[config.mk]
export PLATFORM = sky130hd
export DESIGN_NAME = twm_master
export DESIGN_NICKNAME = d
export VERILOG_FILES = /design/src/twm_pkg.sv /design/src/twm_sync.sv /design/src/twm_master.sv
export SDC_FILE = /design/constraint.sdc
export NUM_CORES = 1
export LEC_CHECK = 0
export ABC_AREA = 1
export BUFFER_PORTS_ARGS = -buffer_cell sky130_fd_sc_hd__buf_2
export CAP_MARGIN = 20
export CELL_PAD_IN_SITES_DETAIL_PLACEMENT = 0
export CELL_PAD_IN_SITES_GLOBAL_PLACEMENT = 1
export CORE_MARGIN = 2
export CORE_UTILIZATION = 41
export DETAILED_ROUTE_END_ITERATION = 8
export PLACE_DENSITY_LB_ADDON = 0.1
export SYNTH_ARGS = -nofsm -noshare
export SYNTH_HDL_FRONTEND = slang
export SYNTH_SLANG_ARGS = --single-unit
[constraint.sdc]
create_clock -name clock -period 2.1 [get_ports clock]
set_input_delay 0.105 -clock clock [delete_from_list [all_inputs] [get_ports clock]]
set_output_delay 0.105 -clock clock [all_outputs]
set_load 0.02 [all_outputs]
[src/twm_pkg.sv]
// Constants and types for the two-wire master transmitter block
package twm_pkg;
  // Control register bit positions
  localparam int unsigned CTRL_FLAG = 7;
  localparam int unsigned CTRL_ACKEN = 6;
  localparam int unsigned CTRL_START = 5;
  localparam int unsigned CTRL_STOP = 4;
  localparam int unsigned CTRL_WCOL = 3;
  localparam int unsigned CTRL_EN = 2;
  localparam int unsigned CTRL_IE = 0;

  // Status codes, prescaler bits read as zero
  localparam logic [7:0] ST_START_SENT = 8'h08;
  localparam logic [7:0] ST_RSTART_SENT = 8'h10;
  localparam logic [7:0] ST_ADDR_ACK = 8'h18;
  localparam logic [7:0] ST_ADDR_NACK = 8'h20;
  localparam logic [7:0] ST_DATA_ACK = 8'h28;
  localparam logic [7:0] ST_DATA_NACK = 8'h30;
  localparam logic [7:0] ST_ARB_LOST = 8'h38;
  localparam logic [7:0] ST_MASK = 8'hF8;

  // Values after reset
  localparam logic [7:0] CTRL_RST = 8'h00;
  localparam logic [7:0] STATUS_RST = 8'hF8;
  localparam logic [7:0] DATA_RST = 8'hFF;

  // Bit timing
  localparam int unsigned CLK_PERIOD_NS = 8;
  localparam int unsigned BIT_TIME_NS = 10000;
  localparam int unsigned QTR_CYCLES = (BIT_TIME_NS / CLK_PERIOD_NS) / 4;
  localparam int unsigned BITS_PER_BYTE = 9;

  // Sequencer states
  typedef enum logic [2:0] {
    SEQ_IDLE, SEQ_START, SEQ_BIT, SEQ_HOLD, SEQ_STOP, SEQ_RSTART
  } twm_seq_e;

  // Operating roles
  typedef enum logic [2:0] {
    ROLE_NONE, ROLE_MASTER_TX, ROLE_MASTER_RX, ROLE_SLAVE_TX, ROLE_SLAVE_RX
  } twm_role_e;
endpackage

[src/twm_sync.sv]
// Two flip-flop synchroniser for bus line inputs
`timescale 1ns/100ps
`default_nettype none
module twm_sync #(
  parameter int unsigned WIDTH = 2
) (
  // Clock and reset
  input wire logic clock,
  input wire logic rst,
  // Lines
  input wire logic [WIDTH-1:0] async_in,
  output logic [WIDTH-1:0] sync_out
);
  logic [WIDTH-1:0] meta_r;

  // One two-stage chain per line, idle level high
  genvar gi;
  generate
    for (gi = 0; gi < WIDTH; gi++) begin : g_line
      always_ff @(posedge clock) begin
        if (rst) begin
          meta_r[gi] <= 1'b1;
          sync_out[gi] <= 1'b1;
        end else begin
          meta_r[gi] <= async_in[gi];
          sync_out[gi] <= meta_r[gi];
        end
      end
    end
  endgenerate
endmodule // twm_sync
`default_nettype wire

[src/twm_master.sv]
// Two-wire master transmitter sequencer with control, status and data registers
`timescale 1ns/100ps
`default_nettype none
// What this block does
// Role output covers master transmit and master receive only; the slave transmit and slave receive roles are never set.
// Direction bit after address: high means read, low means write.
// Acknowledge is low on data line, not-acknowledge is high.
// While flag is set the bus transfer is suspended.
// Software masks status with 0xF8 before comparing codes.
// Address write bit enters master transmit, read bit enters master receive.
// Software requests start by writing control pattern 1x10x10x.
// Writing one to the flag bit clears the flag.
// Bus sequencer works only while the enable bit is one; register writes and write collision still act while it is zero.
// Start is issued only once the bus is seen free.
// After start, flag is set with status 0x08.
// Software loads data then writes 1x00x10x to send a byte.
// After write address: 0x18 ack, 0x20 nack; lost arbitration drops to idle without setting the flag or 0x38.
// Data write while flag is low is dropped and sets write collision.
// Byte load and flag clear repeat until stop or repeated start.
// Software ends a transfer with control pattern 1x01x10x.
// After repeated start, flag is set with status 0x10.
// Repeated start keeps bus ownership and allows role change without stop.
// Clock line held low while flag is set.
// No flag is set after a stop.
// Stop request bit clears itself once stop is sent.
// Status is updated in the same cycle the flag is set.
// After a transmitted data byte: 0x28 on ack, 0x30 on nack.
module twm_master #(
  parameter int unsigned QTR = twm_pkg::QTR_CYCLES,
  parameter logic [7:0] RX_ADDR_ACK = 8'h40,
  parameter logic [7:0] RX_ADDR_NACK = 8'h48,
  parameter logic [7:0] RX_DATA_ACK = 8'h50,
  parameter logic [7:0] RX_DATA_NACK = 8'h58
) (
  // Clock and reset
  input wire logic clock,
  input wire logic rst,
  // Control register access
  input wire logic ctrl_wr,
  input wire logic [7:0] ctrl_wdata,
  output logic [7:0] serial_control_reg,
  // Data register access
  input wire logic data_wr,
  input wire logic [7:0] data_wdata,
  output logic [7:0] serial_data_reg,
  // Status
  output logic [7:0] serial_status_reg,
  output logic [2:0] role,
  // Bus clock line
  input wire logic scl_in,
  output logic scl_out,
  output logic scl_oe,
  // Bus data line
  input wire logic sda_in,
  output logic sda_out,
  output logic sda_oe
);
  logic flag_r, ackena_r, sta_r, sto_r, wc_r, en_r, ie_r;
  logic [7:0] data_r, status_r, shift_r;
  logic [1:0] lines_s;
  logic scl_s, sda_s, sda_d_r, busy_r;
  logic scl_oe_r, sda_oe_r, scl_out_r, sda_out_r;
  logic [15:0] cnt_r;
  logic [1:0] qtr_r;
  logic [3:0] bit_r;
  logic addr_phase_r, rx_r, ack_bit_r, repeat_r, lost_r;
  logic set_flag, tick, end_bit;
  logic [7:0] code_nxt;
  twm_pkg::twm_seq_e seq_r;
  twm_pkg::twm_role_e role_r;

  // Pin synchronisation
  twm_sync #(.WIDTH(2)) u_sync (
    .clock(clock),
    .rst(rst),
    .async_in({scl_in, sda_in}),
    .sync_out(lines_s)
  );
  assign scl_s = lines_s[1];
  assign sda_s = lines_s[0];

  // Register and pin outputs
  assign serial_control_reg = {flag_r, ackena_r, sta_r, sto_r, wc_r, en_r, 1'b0, ie_r};
  assign serial_data_reg = data_r;
  assign serial_status_reg = status_r;
  assign role = role_r;
  assign scl_oe = scl_oe_r;
  assign sda_oe = sda_oe_r;
  assign scl_out = scl_out_r;
  assign sda_out = sda_out_r;

  // Quarter-bit timing, high quarters wait for a stretched clock
  assign tick = (cnt_r == 16'(QTR - 1)) && !(qtr_r[1] && !scl_s);
  assign end_bit = (seq_r == twm_pkg::SEQ_BIT) && tick && (qtr_r == 2'd3);

  // Status code for the event that raises the flag
  always_comb begin
    set_flag = 1'b0;
    code_nxt = status_r;
    if (seq_r == twm_pkg::SEQ_START && tick && qtr_r == 2'd1) begin
      set_flag = 1'b1;
      code_nxt = repeat_r ? twm_pkg::ST_RSTART_SENT : twm_pkg::ST_START_SENT;
    end else if (end_bit && lost_r) begin
      set_flag = 1'b1;
      code_nxt = twm_pkg::ST_ARB_LOST;
    end else if (end_bit && bit_r == 4'(twm_pkg::BITS_PER_BYTE - 1)) begin
      set_flag = 1'b1;
      if (addr_phase_r && !data_r[0]) begin
        code_nxt = sda_s ? twm_pkg::ST_ADDR_NACK : twm_pkg::ST_ADDR_ACK;
      end else if (addr_phase_r) begin
        code_nxt = sda_s ? RX_ADDR_NACK : RX_ADDR_ACK;
      end else if (!rx_r) begin
        code_nxt = sda_s ? twm_pkg::ST_DATA_NACK : twm_pkg::ST_DATA_ACK;
      end else begin
        code_nxt = ackena_r ? RX_DATA_ACK : RX_DATA_NACK;
      end
    end
  end

  // Interrupt flag: hardware set wins over software clear
  always_ff @(posedge clock) begin
    if (rst) begin
      flag_r <= 1'b0;
    end else if (set_flag) begin
      flag_r <= 1'b1;
    end else if (ctrl_wr && ctrl_wdata[twm_pkg::CTRL_FLAG]) begin
      flag_r <= 1'b0;
    end
  end

  // Status register follows the flag in the same cycle
  always_ff @(posedge clock) begin
    if (rst) begin
      status_r <= twm_pkg::STATUS_RST;
    end else if (set_flag) begin
      status_r <= code_nxt & twm_pkg::ST_MASK;
    end
  end

  // Control bits written by software
  always_ff @(posedge clock) begin
    if (rst) begin
      ackena_r <= twm_pkg::CTRL_RST[twm_pkg::CTRL_ACKEN];
      sta_r <= twm_pkg::CTRL_RST[twm_pkg::CTRL_START];
      en_r <= twm_pkg::CTRL_RST[twm_pkg::CTRL_EN];
      ie_r <= twm_pkg::CTRL_RST[twm_pkg::CTRL_IE];
    end else if (ctrl_wr) begin
      ackena_r <= ctrl_wdata[twm_pkg::CTRL_ACKEN];
      sta_r <= ctrl_wdata[twm_pkg::CTRL_START];
      en_r <= ctrl_wdata[twm_pkg::CTRL_EN];
      ie_r <= ctrl_wdata[twm_pkg::CTRL_IE];
    end
  end

  // Stop request, cleared by hardware once the stop is on the bus
  always_ff @(posedge clock) begin
    if (rst) begin
      sto_r <= twm_pkg::CTRL_RST[twm_pkg::CTRL_STOP];
    end else if (seq_r == twm_pkg::SEQ_STOP && tick && qtr_r == 2'd2) begin
      sto_r <= 1'b0;
    end else if (ctrl_wr) begin
      sto_r <= ctrl_wdata[twm_pkg::CTRL_STOP];
    end
  end

  // Data register and write collision
  always_ff @(posedge clock) begin
    if (rst) begin
      data_r <= twm_pkg::DATA_RST;
      wc_r <= twm_pkg::CTRL_RST[twm_pkg::CTRL_WCOL];
    end else begin
      // Received byte takes the last sampled bit too
      if (end_bit && rx_r && bit_r == 4'd7) begin
        data_r <= {shift_r[6:0], sda_s};
      end else if (data_wr && flag_r) begin
        data_r <= data_wdata;
      end
      // Collision judged on every write, whatever else happens
      if (data_wr) begin
        wc_r <= !flag_r;
      end
    end
  end

  // Bus busy tracking from start and stop conditions
  always_ff @(posedge clock) begin
    if (rst) begin
      sda_d_r <= 1'b1;
      busy_r <= 1'b0;
    end else begin
      sda_d_r <= sda_s;
      if (scl_s && sda_d_r && !sda_s) begin
        busy_r <= 1'b1;
      end else if (scl_s && !sda_d_r && sda_s) begin
        busy_r <= 1'b0;
      end
    end
  end

  // Quarter counter
  always_ff @(posedge clock) begin
    if (rst || seq_r == twm_pkg::SEQ_IDLE || seq_r == twm_pkg::SEQ_HOLD) begin
      cnt_r <= 16'h0000;
      qtr_r <= 2'd0;
    end else if (tick) begin
      cnt_r <= 16'h0000;
      qtr_r <= qtr_r + 2'd1;
    end else if (!(qtr_r[1] && !scl_s)) begin
      cnt_r <= cnt_r + 16'h0001;
    end
  end

  // Sequencer and line drive
  always_ff @(posedge clock) begin
    if (rst || !en_r) begin
      seq_r <= twm_pkg::SEQ_IDLE;
      role_r <= twm_pkg::ROLE_NONE;
      scl_oe_r <= 1'b0;
      sda_oe_r <= 1'b0;
      scl_out_r <= 1'b0;
      sda_out_r <= 1'b0;
      bit_r <= 4'd0;
      shift_r <= 8'h00;
      addr_phase_r <= 1'b0;
      rx_r <= 1'b0;
      ack_bit_r <= 1'b0;
      repeat_r <= 1'b0;
      lost_r <= 1'b0;
    end else begin
      case (seq_r)
        twm_pkg::SEQ_IDLE: begin
          scl_oe_r <= 1'b0;
          sda_oe_r <= 1'b0;
          repeat_r <= 1'b0;
          lost_r <= 1'b0;
          if (sta_r && !flag_r && !busy_r) begin
            seq_r <= twm_pkg::SEQ_START;
          end
        end
        twm_pkg::SEQ_START: begin
          sda_oe_r <= 1'b1;
          if (tick && qtr_r == 2'd1) begin
            scl_oe_r <= 1'b1;
            addr_phase_r <= 1'b1;
            seq_r <= twm_pkg::SEQ_HOLD;
          end
        end
        twm_pkg::SEQ_HOLD: begin
          scl_oe_r <= 1'b1;
          if (!flag_r) begin
            if (sto_r) begin
              sda_oe_r <= 1'b1;
              seq_r <= twm_pkg::SEQ_STOP;
            end else if (sta_r) begin
              sda_oe_r <= 1'b0;
              seq_r <= twm_pkg::SEQ_RSTART;
            end else begin
              bit_r <= 4'd0;
              ack_bit_r <= 1'b0;
              rx_r <= !addr_phase_r && role_r == twm_pkg::ROLE_MASTER_RX;
              shift_r <= data_r;
              seq_r <= twm_pkg::SEQ_BIT;
            end
          end
        end
        twm_pkg::SEQ_BIT: begin
          // Data moves one quarter after the clock falls, never with it
          if (qtr_r == 2'd0) begin
            scl_oe_r <= 1'b1;
          end else if (qtr_r == 2'd1) begin
            if (ack_bit_r) begin
              sda_oe_r <= rx_r && ackena_r;
            end else begin
              sda_oe_r <= !rx_r && !shift_r[7];
            end
          end else if (qtr_r[1]) begin
            scl_oe_r <= 1'b0;
          end
          if (end_bit) begin
            if (!ack_bit_r && !rx_r && shift_r[7] && !sda_s) begin
              lost_r <= 1'b1;
            end
            if (!ack_bit_r) begin
              shift_r <= {shift_r[6:0], sda_s};
            end
            bit_r <= bit_r + 4'd1;
            ack_bit_r <= (bit_r == 4'd7);
            if (!ack_bit_r && !rx_r && shift_r[7] && !sda_s) begin
              scl_oe_r <= 1'b0;
              sda_oe_r <= 1'b0;
              role_r <= twm_pkg::ROLE_NONE;
              seq_r <= twm_pkg::SEQ_IDLE;
            end else if (bit_r == 4'(twm_pkg::BITS_PER_BYTE - 1)) begin
              scl_oe_r <= 1'b1;
              if (addr_phase_r) begin
                role_r <= data_r[0] ? twm_pkg::ROLE_MASTER_RX : twm_pkg::ROLE_MASTER_TX;
              end
              addr_phase_r <= 1'b0;
              seq_r <= twm_pkg::SEQ_HOLD;
            end
          end
        end
        twm_pkg::SEQ_RSTART: begin
          sda_oe_r <= 1'b0;
          if (tick && qtr_r == 2'd0) begin
            scl_oe_r <= 1'b0;
          end
          if (tick && qtr_r == 2'd2) begin
            repeat_r <= 1'b1;
            seq_r <= twm_pkg::SEQ_START;
          end
        end
        twm_pkg::SEQ_STOP: begin
          if (tick && qtr_r == 2'd0) begin
            scl_oe_r <= 1'b0;
          end
          if (tick && qtr_r == 2'd2) begin
            sda_oe_r <= 1'b0;
            role_r <= twm_pkg::ROLE_NONE;
            seq_r <= twm_pkg::SEQ_IDLE;
          end
        end
        default: begin
          seq_r <= twm_pkg::SEQ_IDLE;
        end
      endcase
    end
  end
endmodule // twm_master
`default_nettype wire

# Word-level counts from Yosys, hierarchy flattened
# Index checks and enable logic that the tools add are counted.
# totals
elab_cells	216
out_inout_bits	31
inputBits	22
ff_bits	69
# op_classes
n_eq_ne	28
n_addsub	3
n_bitwise	3
mux	81
n_reduce_logical	73
# op_table
op	count
two-way mux 8 bit	10
two-way mux 3 bit	14
two-way mux 1 bit	34
logical AND 1 bit	30
two-way mux 4 bit	6
two-way mux 7 bit	3
case mux 3 bit (6 select lines)	1
adder 16 x 1 -> 16 bit, second input constant	1
equality test 16 x 9 -> 1 bit, second input constant	1
case mux 8 bit (2 select lines)	1
nonzero test 2 bit	8
AND reduction 5 bit	3
inequality test 2 bit, second input constant	7
logical NOT 1 bit	12
inequality test 2 x 1 -> 1 bit, second input constant	6
two-way mux 5 bit	2
case mux 1 bit (5 select lines)	2
nonzero test 5 bit	2
equality test 3 x 2 -> 1 bit, second input constant	3
case mux 1 bit (2 select lines)	4
case mux 4 bit (2 select lines)	1
AND reduction 4 bit	2
OR reduction 2 bit	4
AND reduction 7 bit	1
other kinds (22)	30

# Longest topological paths before layout
# logic_depth
ltp_word	11
mapped_depth	13
ltp_nobuf	13

# Cells and area by module
# Synthesis repeated with hierarchy kept, for this count alone.
# unflattened
hier_cells	563
hier_area_um2	3789.9
# modules_own_cells
mod	cells_per_inst	instances	area_per_inst_um2
twm_master	550	1	3673.5
twm_sync	13	1	116.4

# Worst setup path after synthesis
# OpenSTA, ideal clock, no wires.
# synth_timing
path_type	flip-flop to flip-flop
from	register cnt_r[0]
to	register status_r[3] (netlist: serial_status_reg[3])
path_slack_ps	450
t_arrival_ps	1522
period_less_slack_ps	1650
setup_ps	128
n_path_buf	0
stages_incl_launch_ff	12
path_cell_list	dfxtp_1 -> ha_1 -> inv_1 -> nor2_1 -> nand2_1 -> nor2_2 -> nor2b_4 -> nand3_1 -> nand3_2 -> inv_2 -> nand2_1 -> nand3_1
# synth_via
elab_chain_cells	9
elab_cells_between_ends	15
classes_between	eq/ne (1); mux (5); reduce/logical (9)
# synth_lines
element	line_no	rtl
start: declaration	twm_master.sv:63	logic [15:0] cnt_r;
start signal: assignment	twm_master.sv:209	cnt_r <= cnt_r + 16'h0001;
equality test 16 x 9 -> 1 bit *	twm_master.sv:93	assign tick = (cnt_r == 16'(QTR - 1)) && !(qtr_r[1] && !scl_s);
logical AND 1 bit *	twm_master.sv:93	
logical AND 1 bit (2 in series)	twm_master.sv:94	assign end_bit = (seq_r == twm_pkg::SEQ_BIT) && tick && (qtr_r == 2'd3);
logical AND 1 bit	twm_master.sv:106	end else if (end_bit && bit_r == 4'(twm_pkg::BITS_PER_BYTE - 1)) begin
two-way mux 1 bit	twm_master.sv:106	
two-way mux 1 bit	twm_master.sv:103	end else if (end_bit && lost_r) begin
two-way mux 1 bit	twm_master.sv:100	if (seq_r == twm_pkg::SEQ_START && tick && qtr_r == 2'd1) begin
AND reduction 2 bit (no source line)	-	
end signal: assignment	twm_master.sv:134	status_r <= twm_pkg::STATUS_RST;
end signal: assignment	twm_master.sv:136	status_r <= code_nxt & twm_pkg::ST_MASK;
end: declaration	twm_master.sv:59	logic [7:0] data_r, status_r, shift_r;
# Mark *: on every way between the ends. The rest lies on a longest branch, timed or not.
# A chain may end at the register's enable or synchronous reset.

# Final worst setup path
# layout_timing
from	register cnt_r[0]
to	register role_r[1] (netlist: role[1])
# layout_via
elab_chain_cells	6
elab_cells_between_ends	8
classes_between	eq/ne (3); reduce/logical (5)
# layout_lines
element	line_no	rtl
equality test 16 x 9 -> 1 bit *	twm_master.sv:93	
logical AND 1 bit *	twm_master.sv:93	
logical AND 1 bit (2 in series)	twm_master.sv:94	
inequality test 2 bit (no source line)	-	
AND reduction 5 bit (no source line) *	-	
end signal: assignment	twm_master.sv:217	role_r <= twm_pkg::ROLE_NONE;
end signal: assignment	twm_master.sv:291	role_r <= twm_pkg::ROLE_NONE;
end signal: assignment	twm_master.sv:296	role_r <= data_r[0] ? twm_pkg::ROLE_MASTER_RX : twm_pkg::ROLE_MASTER_TX;
end: declaration	twm_master.sv:70	twm_pkg::twm_role_e role_r;
# Marked as above.

==> results.cfg <==
[power_and_ir_drop]
ir_drop_mv = 0.329
pwr-share-seq = 0.476
p_per_area_nw_per_um2 = 644
p_leak_uw = 0.00194
swShare = 0.237
clockPowerShare = 0.461
p_sw_uw = 655
p_int_uw = 2110
p_comb_frac = 0.062

[detailed_routing]
first_iter_violations = 92
first_pass_iters = 6
wirelength_mm = 8.97
wl_per_cell_um = 12.9
drc = 0
vias_per_cell = 5.00
ant_nets = 0
vias = 3482

[global_routing]
grt_max_degree = 20
grt_util_all_layers = 0.193
grt_pass1_wl_mm = 15.0
grt_overflow = 0
grt_pass1_vias = 3131
antenna_found_initial = 0

[timing]
rsz0062_at_grt = false
fmax_mhz = 523
fin_crit_ps = 1910
clock_skew_ps = 10.8
hold_viol = 0
tns_ps = 0
whs_ps = 6.68
period_share = 0.910
setup_viol = 0
final_max_slew_viol_count = 0

[worst_setup_path]
crit_arrival_ps = 2160
slowest_delay_ps = 370
r2r_end = role[1]
cp_max_fo = 4
r2r_cells = 10
critical_path_class = reg -> reg
crit_path_top_delay_cell = dfxtp_1
crit_path_start_kind = register
end_kind = register
cp.required_ps = 2350
r2r_slack_ps = 190
r2r_start = cnt_r[0]
crit_chain = ha_1, inv_1, nor2_1, nand2_1, nor2_2, nand3_1, nand2_1, nand3_1, o21ai_0, nor2_1

[synthesis]
synth_edf_count = 0
synth-main-ff-cell = dfxtp_1
synth_cell_types = 42
ys_ff_latch = 68
yosys.area.top_type_share = 0.372
synthesis.area_sq_um = 3660
synthArstFlopShare = 0
synth_cells = 524
yosysSeqAreaShare = 0.372
synth.largest_area_cell = dfxtp_1
ys.warnings.count = 0
synthTopCellsByArea = dfxtp_1 (37%), nand2_1 (10%), nor2_1 (7.3%)
syn_area_per_cell_sq_um = 6.98

[clocking]
cts_tree = done
clock_latency_ps = 350
clock-sinks = 68
cts_root_buf = clkbuf_8
clk_pin_slew_ps = 80
htreeDepth = 3
max-clock-path-buffers = 2
numCtsBuffers = 9

[placement]
port_buffers = 43
dp_hpwl_mm = 6.65
gp_congestion = 0.788

[job]
drv_cap = 0

[hold_path]
holdPathStages = 2
hp-start = rst
hold_path_end = flag_r
hold_path_class = in -> reg

[die]
start_util = 0.422
die_w_um = 98.5
io_pins = 53
design.die.area_sq_um = 9700
fp-row-count = 34
core_sq_um = 8680
die_h_um = 98.5

[layout]
largest_register_ffs = 16
filler_cell_count = 885
layout_commonest_cell = nand2_1
final_nets = 612
area_growth_pct = 17.3
mostFrequentLayoutCells = nand2_1 (98), nor2_1 (71), dfxtp_1 (68)
drive_gt1_frac = 0.172
antenna_cells = 0

[outcome]
outcome = finished, final reports clean
==> Yosys cell counts, drive strengths merged, types with 2 or more instances <==
cell	instances
nand2	104
nor2	78
inv	70
dfxtp	68
nand3	47
o21ai	43
a21oi	31
buf	20
nand4	11
nand3b	8
ha	7
nor3	5
or2	5
xor2	4
a31oi	3
o21bai	3
a211oi	2
clkbuf	2
o211ai	2
o21a	2
o22ai	2
==> cells by family (layout without fill, tap and decap cells) <==
family	count (synthesis)	after routing	share of synthesized area
fa+ha+maj	7	7	0.0239
buf+inv	93	151	0.118
other cells	1	7	0.00102
simple gates	261	261	0.343
compound gates	89	89	0.130
xor+xnor	5	5	0.0120
flops	68	68	0.372
==> metrics by stage <==
step	instances	worst slack (ps)	area [sq um]	total power [uW]	util
2_1_floorplan	530	450	3680	1470	-
3_3_place_gp	668	181	3940	1500	0.454
3_5_place_dp	668	147	3940	1500	0.454
4_1_cts	695	129	4280	2790	0.493
5_1_grt	696	0.348	4290	2880	0.495
6_report	696	188	4290	2760	0.495
==> power by group through the flow <==
stage                     Combinational, uW  Clock, uW  Sequential [uW]
after floorplan                         126          0             1340
after detailed placement                157          0             1350
after global routing                    195       1370             1320
final                                   173       1280             1320
after CTS                               173       1300             1320
after global placement                  157          0             1350
==> layout make-up <==
type | instances | area [sq um] | area share
repair buffers | 64 | 400 | 0.0933
well taps | 108 | 135 | 0.0315
multi-input cells | 369 | 1900 | 0.442
clock buffers | 11 | 151 | 0.0353
inverters | 71 | 267 | 0.0621
clock inverters | 5 | 81.3 | 0.0190
flip-flops and latches | 68 | 1360 | 0.317
==> worst max-delay path: cells and delay by family, from the launching register on <==
kind / cells / cell delay [ps]
and+or+nand+nor: 7 / 1000
DFF: 1 / 370
AOI/OAI and AO/OA: 1 / 210
adders and majority gates: 1 / 180
buffers and inverters: 1 / 50
==> layer usage <==
metal / global-route usage / up-vias / wire length, um
li1: - / 1790 / -
met3: 0.0355 / 14 / 380
met1: 0.265 / 1583 / 4350
met2: 0.302 / 95 / 4090
met5: 0 / - / 0
met4: 0.0727 / 0 / 147
==> worst max-delay path by stage <==
| stage | start | end | slack (ps) | cells past startpoint |
|---|---|---|---|---|
| after floorplan | cnt_r[0] | serial_status_reg[3] | 450 | 11 |
| after global placement | cnt_r[0] | serial_status_reg[3] | 180 | 11 |
| after CTS | cnt_r[0] | serial_status_reg[3] | 130 | 11 |
| after detailed placement | cnt_r[0] | serial_status_reg[3] | 150 | 11 |
| after global routing | cnt_r[0] | serial_data_reg[3] | 0.3 | 10 |
| final | cnt_r[0] | role[1] | 190 | 10 |
==> what timing repair did <==
item	4_1_cts	5_1_grt
hold buffers	11	0
setup buffers	0	1
endpoints found under the setup margin	0	7
hold endpoints to repair	11	0
resized for setup	0	1
(Power assumes the default switching activity.)
